--- config.mk ---
export PLATFORM = sky130hd
export DESIGN_NAME = sac_core
export DESIGN_NICKNAME = d
export VERILOG_FILES = /design/src/hw/sac_pkg.sv /design/src/hw/sac_core.sv
export VERILOG_INCLUDE_DIRS = /design/src /design/src/hw
export SDC_FILE = /design/constraint.sdc
export NUM_CORES = 1
export LEC_CHECK = 0
export BUFFER_PORTS_ARGS = -buffer_cell sky130_fd_sc_hd__clkbuf_2
export CORE_ASPECT_RATIO = 2
export CORE_MARGIN = 2
export CORE_UTILIZATION = 45
export CTS_BUF_LIST = sky130_fd_sc_hd__clkbuf_16
export CTS_CLUSTER_SIZE = 25
export DETAILED_ROUTE_END_ITERATION = 6
export HOLD_SLACK_MARGIN = 0.12
export PLACE_DENSITY = 0.71
export SLEW_MARGIN = 10
export SYNTH_ARGS = -nofsm -noshare
export SYNTH_HDL_FRONTEND = slang
export SYNTH_SLANG_ARGS = --single-unit
--- constraint.sdc ---
create_clock -name clk_in -period 2.7 [get_ports clk_in]
set_input_delay 0.405 -clock clk_in [delete_from_list [all_inputs] [get_ports clk_in]]
set_output_delay 0.405 -clock clk_in [all_outputs]
set_load 0.01 [all_outputs]
--- src/hw/sac_regs.svh ---
`ifndef SAC_REGS_SVH
`define SAC_REGS_SVH

// Control word fields: pair select (A,B,C) and range bits (A,B,C)
`define SAC_CTRL_PAIR_LSB 5
`define SAC_CTRL_RNG_LSB 2
`define SAC_CTRL_RESET 16'h0000

// Shared data line positions
`define SAC_SCLK_BIT 6
`define SAC_BYTE_ORDER_BIT 7
`define SAC_DOUT_C_BIT 10
`define SAC_REFBUF_BIT 14
`define SAC_OE_WORD 16'hffff
`define SAC_OE_BYTE 16'hff00
`define SAC_OE_DOUT_C 16'h0400

// Conversion timing from the internal oscillator
`define SAC_CLK_PERIOD_NS 10
`define SAC_CONV_TIME_NS 3000
`define SAC_CONV_CYCLES ((`SAC_CONV_TIME_NS + `SAC_CLK_PERIOD_NS - 1) / `SAC_CLK_PERIOD_NS)

`endif

--- src/hw/sac_pkg.sv ---
package sac_pkg;
    typedef logic [15:0] sac_word_t;
    typedef logic [5:0][15:0] sac_results_t;
    typedef enum logic {SAC_IDLE, SAC_CONVERT} sac_state_t;
endpackage

--- src/hw/sac_core.sv ---
`timescale 1ns/1ns
`include "sac_regs.svh"
// Behaviour
// - Serial mode, select C: data on line ten
// - Chip select and read low drive result
// - Chip select and write low capture control
// - Narrow variants zero the top result bits
// - Serial mode: bit fourteen controls reference buffers
// - Software-mode reset aborts, clears control register
// - Hardware-mode reset configures from select pins
// - Start low in reset needs full pulse
// - Hardware mode samples range at busy fall
// - Software mode takes range from control bits
// - Standby low holds all converters idle
// - Parallel mode, select low: start pins choose pairs
// - Serial mode uses only first start input
// - Word mode uses all sixteen lines
// - Byte mode uses upper eight lines only
// - Byte order select high gives MSB first
module sac_core #(
    parameter int RES_BITS = 16
) (
    input wire logic clk_in,
    input wire logic sys_rst_in,
    input wire logic clk_en_in,
    input wire logic adc_reset_in,
    input wire logic serial_parallel_select_in,
    input wire logic hw_sw_select_in,
    input wire logic word_byte_in,
    input wire logic cs_n_in,
    input wire logic rd_n_in,
    input wire logic wr_n_in,
    input wire logic conversion_start_pair_a_in,
    input wire logic conversion_start_pair_b_in,
    input wire logic conversion_start_pair_c_in,
    input wire logic range_in,
    input wire logic standby_n_in,
    input wire logic dout_c_select_in,
    input wire sac_pkg::sac_word_t db_in,
    input wire sac_pkg::sac_results_t conv_result_in,
    output sac_pkg::sac_word_t db_out,
    output sac_pkg::sac_word_t db_oe_out,
    output logic busy_out,
    output logic [2:0] sample_pairs_out,
    output logic [2:0] range_sel_out,
    output logic standby_out,
    output logic ref_buffer_control_out
);
    import sac_pkg::*;

    localparam sac_word_t PAD_MASK = 16'hffff >> (16 - RES_BITS);
    localparam logic [8:0] CONV_LAST = 9'(`SAC_CONV_CYCLES - 1);

    function automatic sac_word_t pad_result(input sac_word_t w);
        pad_result = w & PAD_MASK;
    endfunction

    // Next converted channel after ch, wrapping; channel i belongs to pair i/2
    function automatic logic [2:0] next_channel(input logic [2:0] ch, input logic [2:0] pairs);
        logic [2:0] c;
        logic found;
        c = ch;
        found = 1'b0;
        next_channel = ch;
        for (int k = 0; k < 6; k++) begin
            c = (c == 3'h5) ? 3'h0 : 3'(c + 3'h1);
            if (!found && pairs[c[2:1]]) begin
                next_channel = c;
                found = 1'b1;
            end
        end
    endfunction

    ////////////////////////////////////////////////////////////////////////////////
    sac_state_t state, next_state;
    logic [8:0] conv_cnt, next_conv_cnt;
    sac_word_t ctrl, next_ctrl;
    logic range_hw, next_range_hw;
    logic [2:0] pairs, next_pairs;
    sac_word_t results [6];
    sac_word_t next_results [6];
    logic [2:0] rd_ch, next_rd_ch;
    logic byte_sec, next_byte_sec;
    logic [2:0] start_armed, next_start_armed;
    logic [2:0] start_prev;
    logic read_prev, sclk_prev;
    logic [31:0] shift, next_shift;
    sac_word_t next_db_out;
    logic [2:0] starts, start_rise, launch_pairs;
    logic serial, read_act, write_act, dout_c_act, msb_now;
    sac_word_t cur_word;

    assign starts = {conversion_start_pair_c_in, conversion_start_pair_b_in,
                     conversion_start_pair_a_in};
    assign serial = serial_parallel_select_in;
    assign read_act = !serial && !cs_n_in && !rd_n_in;
    assign write_act = !serial && !cs_n_in && !wr_n_in;
    assign dout_c_act = serial && dout_c_select_in && !cs_n_in;
    // Only a rise that follows a seen fall counts as a start
    assign start_rise = starts & ~start_prev & start_armed;

    always_comb begin
        next_state = state;
        next_conv_cnt = conv_cnt;
        next_ctrl = ctrl;
        next_range_hw = range_hw;
        next_pairs = pairs;
        next_results = results;
        next_rd_ch = rd_ch;
        next_byte_sec = byte_sec;
        next_start_armed = start_armed | (~starts & start_prev);
        next_shift = shift;
        launch_pairs = 3'h0;
        if (serial) begin
            launch_pairs = start_rise[0] ? (hw_sw_select_in ?
                ctrl[`SAC_CTRL_PAIR_LSB +: 3] : 3'h7) : 3'h0;
        end else if (hw_sw_select_in) begin
            launch_pairs = start_rise[0] ? ctrl[`SAC_CTRL_PAIR_LSB +: 3] : 3'h0;
        end else begin
            launch_pairs = start_rise;
        end
        case (state)
            SAC_IDLE: begin
                if (launch_pairs != 3'h0 && standby_n_in) begin
                    next_state = SAC_CONVERT;
                    next_conv_cnt = CONV_LAST;
                    next_pairs = launch_pairs;
                end
            end
            SAC_CONVERT: begin
                if (conv_cnt == 9'h0) begin
                    next_state = SAC_IDLE;
                    for (int i = 0; i < 6; i++) begin
                        if (pairs[i / 2]) begin
                            next_results[i] = pad_result(conv_result_in[i]);
                        end
                    end
                    if (!hw_sw_select_in) begin
                        next_range_hw = range_in;
                    end
                    next_rd_ch = next_channel(3'h5, pairs);
                    next_byte_sec = 1'b0;
                    next_shift = {pad_result(conv_result_in[4]), pad_result(conv_result_in[5])};
                end else begin
                    next_conv_cnt = 9'(conv_cnt - 9'h1);
                end
            end
            default: next_state = SAC_IDLE;
        endcase
        if (write_act) begin
            next_ctrl = db_in;
        end
        if (read_prev && !read_act) begin
            if (word_byte_in && !byte_sec) begin
                next_byte_sec = 1'b1;
            end else begin
                next_byte_sec = 1'b0;
                next_rd_ch = next_channel(rd_ch, pairs);
            end
        end
        if (serial && db_in[`SAC_SCLK_BIT] && !sclk_prev) begin
            next_shift = {shift[30:0], 1'b0};
        end
        if (adc_reset_in) begin
            // Abort anything in flight; a start held low must pulse again
            next_state = SAC_IDLE;
            next_conv_cnt = 9'h0;
            next_start_armed = starts;
            next_rd_ch = 3'h0;
            next_byte_sec = 1'b0;
            if (hw_sw_select_in) begin
                next_ctrl = `SAC_CTRL_RESET;
            end else begin
                next_range_hw = range_in;
            end
        end
    end

    // Data leaves through a flop, so it trails the strobe by one cycle
    always_comb begin
        cur_word = results[rd_ch];
        msb_now = db_in[`SAC_BYTE_ORDER_BIT] ^ byte_sec;
        next_db_out = 16'h0;
        if (serial) begin
            next_db_out[`SAC_DOUT_C_BIT] = shift[31];
        end else if (word_byte_in) begin
            next_db_out[15:8] = msb_now ? cur_word[15:8] : cur_word[7:0];
        end else begin
            next_db_out = cur_word;
        end
    end

    always_ff @(posedge clk_in) begin
        if (sys_rst_in) begin
            state <= SAC_IDLE;
            conv_cnt <= 9'h0;
            ctrl <= `SAC_CTRL_RESET;
            range_hw <= 1'b0;
            pairs <= 3'h0;
            for (int i = 0; i < 6; i++) begin
                results[i] <= 16'h0;
            end
            rd_ch <= 3'h0;
            byte_sec <= 1'b0;
            start_armed <= 3'h0;
            start_prev <= 3'h0;
            read_prev <= 1'b0;
            sclk_prev <= 1'b0;
            shift <= 32'h0;
            db_out <= 16'h0;
        end else if (clk_en_in) begin
            state <= next_state;
            conv_cnt <= next_conv_cnt;
            ctrl <= next_ctrl;
            range_hw <= next_range_hw;
            pairs <= next_pairs;
            results <= next_results;
            rd_ch <= next_rd_ch;
            byte_sec <= next_byte_sec;
            start_armed <= next_start_armed;
            start_prev <= starts;
            read_prev <= read_act;
            sclk_prev <= db_in[`SAC_SCLK_BIT];
            shift <= next_shift;
            db_out <= next_db_out;
        end
    end

    ////////////////////////////////////////////////////////////////////////////////
    // Host owns the lines during writes, so only reads or serial C drive them
    assign db_oe_out = read_act ? (word_byte_in ? `SAC_OE_BYTE : `SAC_OE_WORD)
                     : (dout_c_act ? `SAC_OE_DOUT_C : 16'h0);
    assign busy_out = (state == SAC_CONVERT);
    assign sample_pairs_out = busy_out ? pairs : 3'h0;
    assign range_sel_out = hw_sw_select_in ? ctrl[`SAC_CTRL_RNG_LSB +: 3]
                         : {3{range_hw}};
    assign standby_out = !standby_n_in;
    assign ref_buffer_control_out = serial && db_in[`SAC_REFBUF_BIT];
endmodule

# [Word level (Yosys, flattened, before mapping)]
# Cells that the tools add are included.
[op_classes] add_sub_neg=7 n_lt_le_gt_ge=7 n_eq_ne=9 mux=109 bitwise=9 n_reduce_logical=53
[op_table] operator="$mux W16" n=6
[op_table] operator="$mux W32" n=3
[op_table] operator="$mux W3" n=31
[op_table] operator="$mux W1" n=50
[op_table] operator="$bmux W16 S3" n=1
[op_table] operator="$mux W8" n=4
[op_table] operator="$mux W9" n=3
[op_table] operator="$logic_and A1 B1 Y1" n=21
[op_table] operator="$add A3 B1 Y3 const B" n=6
[op_table] operator="$eq A3 B3 Y1 const B" n=6
[op_table] operator="$logic_not A1 Y1" n=18
[op_table] operator="$lt A2 B3 Y1 const B" n=6
[op_table] operator="$pmux W9 S2" n=1
[op_table] operator="$bmux W1 S2" n=6
[op_table] operator="$reduce_and A3 Y1" n=4
[op_table] operator="$reduce_and A4 Y1" n=3
[op_table] operator="$mux W11" n=1
[op_table] operator="$mux W10" n=1
[op_table] operator="$and A3 B3 Y3" n=3
[op_table] operator="$logic_not A9 Y1" n=1
[op_table] operator="$ne A9 B2 Y1 const B" n=1
[op_table] operator="$reduce_bool A3 Y1" n=3
[op_table] operator="$sub A9 B1 Y9 const B" n=1
[op_table] operator="$ne A3 B3 Y1 const B" n=2
[op_table] operator="10 further kinds" n=12
[totals] ff_bits=186 inputBits=128 out_inout_bits=41 elab_cells=213

# [Logic depth before layout (Yosys ltp)]
[logic_depth] ltp_word=33 ltp_mapped=10 mapped_depth_nobuf=7

# [Least setup slack after synthesis]
# Ideal clock, no wire load.
[synth_path] path_kind="input -> output" start="input serial_parallel_select_in" end="output db_oe_out[1]" t_arrival_ns=1.783 required_time_ns=2.295 setup_slack_ns=0.512 stages=3 n_path_buf=2 cell_sequence="clkbuf_1 > nor4_1 > buf_4"
[synth_via] elab_chain_cells=4
[synth_rtl] element="from (decl)" line="sac_core.sv:27" text="input wire logic serial_parallel_select_in,"
[synth_rtl] element="$logic_not A1 Y1" line="sac_core.sv:96" text="assign read_act = !serial && !cs_n_in && !rd_n_in;"
[synth_rtl] element="$logic_and A1 B1 Y1 (2 in series)" line="sac_core.sv:96"
[synth_rtl] element="$mux W16" line="sac_core.sv:231" text="assign db_oe_out = read_act ? (word_byte_in ? `SAC_OE_BYTE : `SAC_OE_WORD)"
[synth_rtl] element="to (decl)" line="sac_core.sv:42" text="output sac_pkg::sac_word_t db_oe_out,"
# No other way between the ends.

# [Worst setup path after layout]
[layout_path] start="register conv_cnt[0]" end="register shift[12]"
[layout_via] elab_chain_cells=3
[layout_rtl] element="from (decl)" line="sac_core.sv:76" text="logic [8:0] conv_cnt, next_conv_cnt;"
[layout_rtl] element="from (signal assigned)" line="sac_core.sv:213" text="conv_cnt <= next_conv_cnt;"
[layout_rtl] element="$logic_not A9 Y1" line="sac_core.sv:131" text="if (conv_cnt == 9'h0) begin"
[layout_rtl] element="$reduce_bool A2 Y1 (no source line)"
[layout_rtl] element="$reduce_and A3 Y1 (no source line)"
[layout_rtl] element="to (signal assigned)" line="sac_core.sv:224" text="shift <= next_shift;"
[layout_rtl] element="to (decl)" line="sac_core.sv:87" text="logic [31:0] shift, next_shift;"
# No other way between the ends.
# A chain may end at the register's enable or synchronous reset.

==> results <==
- Setup total negative slack on the finished layout was measured at 0 ps.
- At the pin with the least slew margin, the transition time is 864.6 ps.
- The total clock buffers created by CTS is 17.
- The final route contains 7055 vias.
- The worst hold-check path type is in2reg.
- The average instance area after synthesis is 9.103 sq um.
- In the routed design, unresolved DRC markers number 0.
- The share of the Yosys chip area taken by registers is 41.76%.
- In this run the tool buffered the top-level ports with 159 buffer cells.
- The worst setup path is of the reg2reg kind.
- On the final layout, the worst clock skew is 11.33 ps.
- The mux cell area share after synthesis is 13.12%.
- Among all flip-flop cells after synthesis, the most frequent one is sky130_fd_sc_hd__dfxtp_1.
- The worst pin sits at a relative slew slack of 42.36%.
- The worst hold path passes through 3 cells.
- The number of nets with antenna violations after routing is 0.
- Measured in cells, the most critical reg-to-reg path has a length of 8.
- STA classifies the critical path startpoint as a flip-flop.
- The cell area that synthesis handed to floorplanning was 8438 sq um.
- In the post-synthesis netlist, the biggest area contributors are sky130_fd_sc_hd__dfxtp_1 (42%), sky130_fd_sc_hd__mux2i_1 (10%), sky130_fd_sc_hd__a21oi_2 (6.2%), sky130_fd_sc_hd__nand2_1 (4.9%), sky130_fd_sc_hd__nor2_1 (4.6%).
- The share of the synthesized area in the top cell type is 41.76%.
- The final global-route overflow total is 0.
- The clock passes through at most 2 buffers.
- The HPWL reported at the end of detailed placement is 17.88 mm.
- Entering global routing, the biggest net connects 68 pins.
- Cells with a size suffix above 1 make up 34.25% of the layout.
- Of the total power, the share spent switching nets is 24.43%.
- The global placer's final weighted congestion is 0.9220.
- VDD sags by at most 0.3718 mV.
- The final-report hold violation count is 0.
- The amount of wire on met2 after detailed routing is 13.04 mm.
- Using the TritonRoute via totals, the vias-per-cell ratio works out to 5.525.
- Max-cap violations in this run came to 0.
- The worst path in the final design needs a cycle of 2383 ps, including I/O delays and setup.
- The number of global-route vias before repair is 6948.
- The number of hold buffers added after cts is 0.
- Row generation in the floorplan step produced 70 rows.
- The net total in the final layout is 1176.
- The H-tree was split into 4 levels.
- The root buffer selected by CTS is sky130_fd_sc_hd__clkbuf_16.
- The number of enable-type register cells in the synthesized netlist is 0.
- The amount of wire on met3 after detailed routing is 806 um.
- In this run the vertical extent of the chip is 197.7 um.
- In the global route stage, overall resource usage came out at 24.00%.
- The cell count after placement is 1244.
- The die covers 19930 sq um.
- The gate count after technology mapping is 927.
- The CTS tree is yes.
- After the flow finishes, the layout carries non-filler instances totaling 1277.
- In this run the worst path has a maximum fanout of 42.
- Combinational cells account for 7.5% of the total power.
- The number of synthesized register bits is 176.
- The area of the core is 18310 sq um.
- The synthesized netlist devotes 18.98% of its cell area to compound gates.
- The basic-gate share of the synthesized area counting and, or, nand and nor cells is 19.05%.
- For this design the total switching power over the nets is 1351 uW.
- After synthesis, the share of flip-flops with an asynchronous set or reset is 0%.
- Once the floorplan was initialized, standard cells occupied 46.10% of the core.
- The max-slew violation total from the final report is 0.
- The sequential cell fraction of total power is 48.0%.
- The area growth from synthesis to final layout is 16.87%.
- Summing internal, switching and leakage power gives 5532 uW.
- Internal power comes to 4181 uW.
- The share of total power in the clock network is 44.4%.
- Setup repair after global routing left no endpoint under its margin.
- The power density over the cells is 560.9 nW/um^2.
- Timing would allow up to 0.4196 GHz.
- The total wire length is 23.64 mm.
- In this run the count of I/O pins placed on the die edge is 169.
- The flow ran to the end, and the final reports show no timing, DRC or antenna violations.
- The number of synthesis warnings is 0.
- The combinational family with the most area after synthesis is simple AND/OR/NAND/NOR gates.
- The first TritonRoute pass finished after 5 iterations.
- Counting distinct cell types in the post-synthesis netlist gives 65.
- Dividing the detail-routed wire length by the instance count gives 18.51 um.
- The number of nets in the synthesized netlist is 1056.
- The die outline width is 100.8 um.
- The post-synthesis share of cell area spent on xor and xnor gates is 0.4152%.
- The cell accounting for the most synthesized area is sky130_fd_sc_hd__dfxtp_1.
- The initial antenna violation count is 1.
- The static leakage is 0.004049 uW.
- The data arrival at the endpoint of the critical path is 2710 ps.
- The clock reaches the later pin of the worst-skew pair after 430 ps.
- Counting every sink on the clock net gives 176.
- The worst setup path is captured at a flip-flop.
- After clock tree synthesis, the clock-pin slew on the worst setup and hold paths is 70 ps.
- The synthesized netlist devotes 0.1483% of its cell area to adder and majority cells.
- The final period utilization is 88.26%.
- The first global-routing pass estimated 36.29 mm of wire.
- Setup violations remaining at the end of the flow were counted as 0.
- STA puts the critical path data required time at 3020 ps.
- The wire length on met1 is 8.469 mm.
- The DRC marker count from the first detailed-route iteration is 433.
- The highest metal layer carrying signal wires in the routed design is met4.
## Yosys cell counts (7+ instances only)
library cell,count
sky130_fd_sc_hd__clkbuf_1,41
sky130_fd_sc_hd__a21oi_1,23
sky130_fd_sc_hd__mux2_2,7
sky130_fd_sc_hd__inv_1,11
sky130_fd_sc_hd__dfxtp_1,176
sky130_fd_sc_hd__o21ai_0,18
sky130_fd_sc_hd__a21oi_2,60
sky130_fd_sc_hd__mux4_2,7
sky130_fd_sc_hd__nor2_1,104
sky130_fd_sc_hd__a31oi_1,7
sky130_fd_sc_hd__o211ai_1,7
sky130_fd_sc_hd__nor3_1,9
sky130_fd_sc_hd__nor2b_1,12
sky130_fd_sc_hd__nand2_1,110
sky130_fd_sc_hd__a211oi_1,32
sky130_fd_sc_hd__nand2_2,60
sky130_fd_sc_hd__mux2i_1,87
sky130_fd_sc_hd__nand3_1,12
sky130_fd_sc_hd__buf_4,18
sky130_fd_sc_hd__nand2b_1,9
sky130_fd_sc_hd__a22oi_1,13
sky130_fd_sc_hd__a22o_1,8
sky130_fd_sc_hd__buf_2,11
## cells by family (layout without fill, tap and decap cells)
kind of cell / after synthesis / count (layout)
other: 0 / 1
XOR/XNOR: 4 / 4
AND/OR/NAND/NOR: 341 / 341
flip-flops: 176 / 176
buffers and inverters: 95 / 228
AO/OA/AOI/OAI: 209 / 209
adder cells (fa/ha/maj): 1 / 1
multiplexers: 101 / 101
## routing by layer
layer | track usage, % | vias to the layer above
met5 | 0 | -
met3 | 3.574 | 60
met4 | 15.07 | 0
met1 | 24.92 | 3345
met2 | 43.80 | 178
li1 | - | 3472
## timing repair
item	4_1_cts	5_1_grt
gates resized for setup	0	1
endpoints found under the setup margin	0	1
setup buffers	0	0
## cell type report
| cell class | count | area, sq um |
|---|---|---|
| fill | 1730 | 8443 |
| tap | 216 | 270.3 |
| sequential | 176 | 3523 |
| antenna | 1 | 2.502 |
| inverter | 12 | 45.04 |
| clock buffer | 17 | 425.4 |
| timing repair buffer | 184 | 1065 |
| multi-input combinational | 656 | 4372 |
| clock inverter | 15 | 158.9 |
## worst max-delay path, cell delays in order (launching register included)
cell	delay, ps
sky130_fd_sc_hd__dfxtp_1	350
sky130_fd_sc_hd__inv_1	70
sky130_fd_sc_hd__ha_1	240
sky130_fd_sc_hd__or4b_4	550
sky130_fd_sc_hd__o31ai_1	230
sky130_fd_sc_hd__and2_2	300
sky130_fd_sc_hd__buf_12	240
sky130_fd_sc_hd__nor2_1	60
sky130_fd_sc_hd__a211oi_1	230
## sequential cells by signal, summed over array words and instances (netlist names)
name and flops:
conv_cnt 9, busy_out 1, range_hw 1, read_prev 1, byte_sec 1, shift 32, ctrl 6, start_prev 3
pairs 3, sclk_prev 1, start_armed 3, db_out 16, results 96, rd_ch 3
## power groups by stage
| stage | registers (uW) | clock network (uW) | logic, uW |
|---|---|---|---|
| after global placement | 2710 | 0 | 412 |
| after CTS | 2660 | 2500 | 418 |
| after floorplan | 2710 | 0 | 238 |
| after detailed placement | 2720 | 0 | 416 |
| after global routing | 2660 | 2600 | 455 |
| final | 2660 | 2460 | 416 |
## path summary, 6_finish.rpt
check,start,to,slack (ps)
setup / recovery,conv_cnt[0]$_SDFFE_PP0P_,shift[12]$_SDFFE_PP0P_,320
hold / removal,conv_result_in[17],results[65]$_SDFFE_PP0P_,190
setup reg to reg,conv_cnt[0]$_SDFFE_PP0P_,shift[12]$_SDFFE_PP0P_,320
hold reg to reg,results[71]$_SDFFE_PP0P_,results[71]$_SDFFE_PP0P_,460
## cells in the final DEF (no fill, tap or decap), types with 7 or more instances in the layout
cell type,n
sky130_fd_sc_hd__a211oi_1,32
sky130_fd_sc_hd__a21oi_1,23
sky130_fd_sc_hd__a21oi_2,60
sky130_fd_sc_hd__a22o_1,8
sky130_fd_sc_hd__a22oi_1,13
sky130_fd_sc_hd__a31oi_1,7
sky130_fd_sc_hd__buf_4,19
sky130_fd_sc_hd__clkbuf_16,17
sky130_fd_sc_hd__clkbuf_2,158
sky130_fd_sc_hd__dfxtp_1,176
sky130_fd_sc_hd__inv_1,12
sky130_fd_sc_hd__mux2_2,7
sky130_fd_sc_hd__mux2i_1,87
sky130_fd_sc_hd__mux4_2,7
sky130_fd_sc_hd__nand2_1,110
sky130_fd_sc_hd__nand2_2,60
sky130_fd_sc_hd__nand2b_1,9
sky130_fd_sc_hd__nand3_1,12
sky130_fd_sc_hd__nor2_1,104
sky130_fd_sc_hd__nor2b_1,12
sky130_fd_sc_hd__nor3_1,9
sky130_fd_sc_hd__o211ai_1,7
sky130_fd_sc_hd__o21ai_0,18
## stage by stage
step | setup WS (ps) | hold slack [ps] | cell area (sq um) | utilization (%)
floorplan | 512.0 | 433.1 | 8438 | -
global placement | 261.3 | 442.3 | 9271 | 50.65
detailed placement | 236.2 | 448.2 | 9271 | 50.65
CTS | 195.7 | 172.8 | 9856 | 53.84
global route | 106.9 | 182.8 | 9862 | 53.88
finish | 316.9 | 186.0 | 9862 | 53.88
No activity file was read; power rests on OpenSTA's default activity.
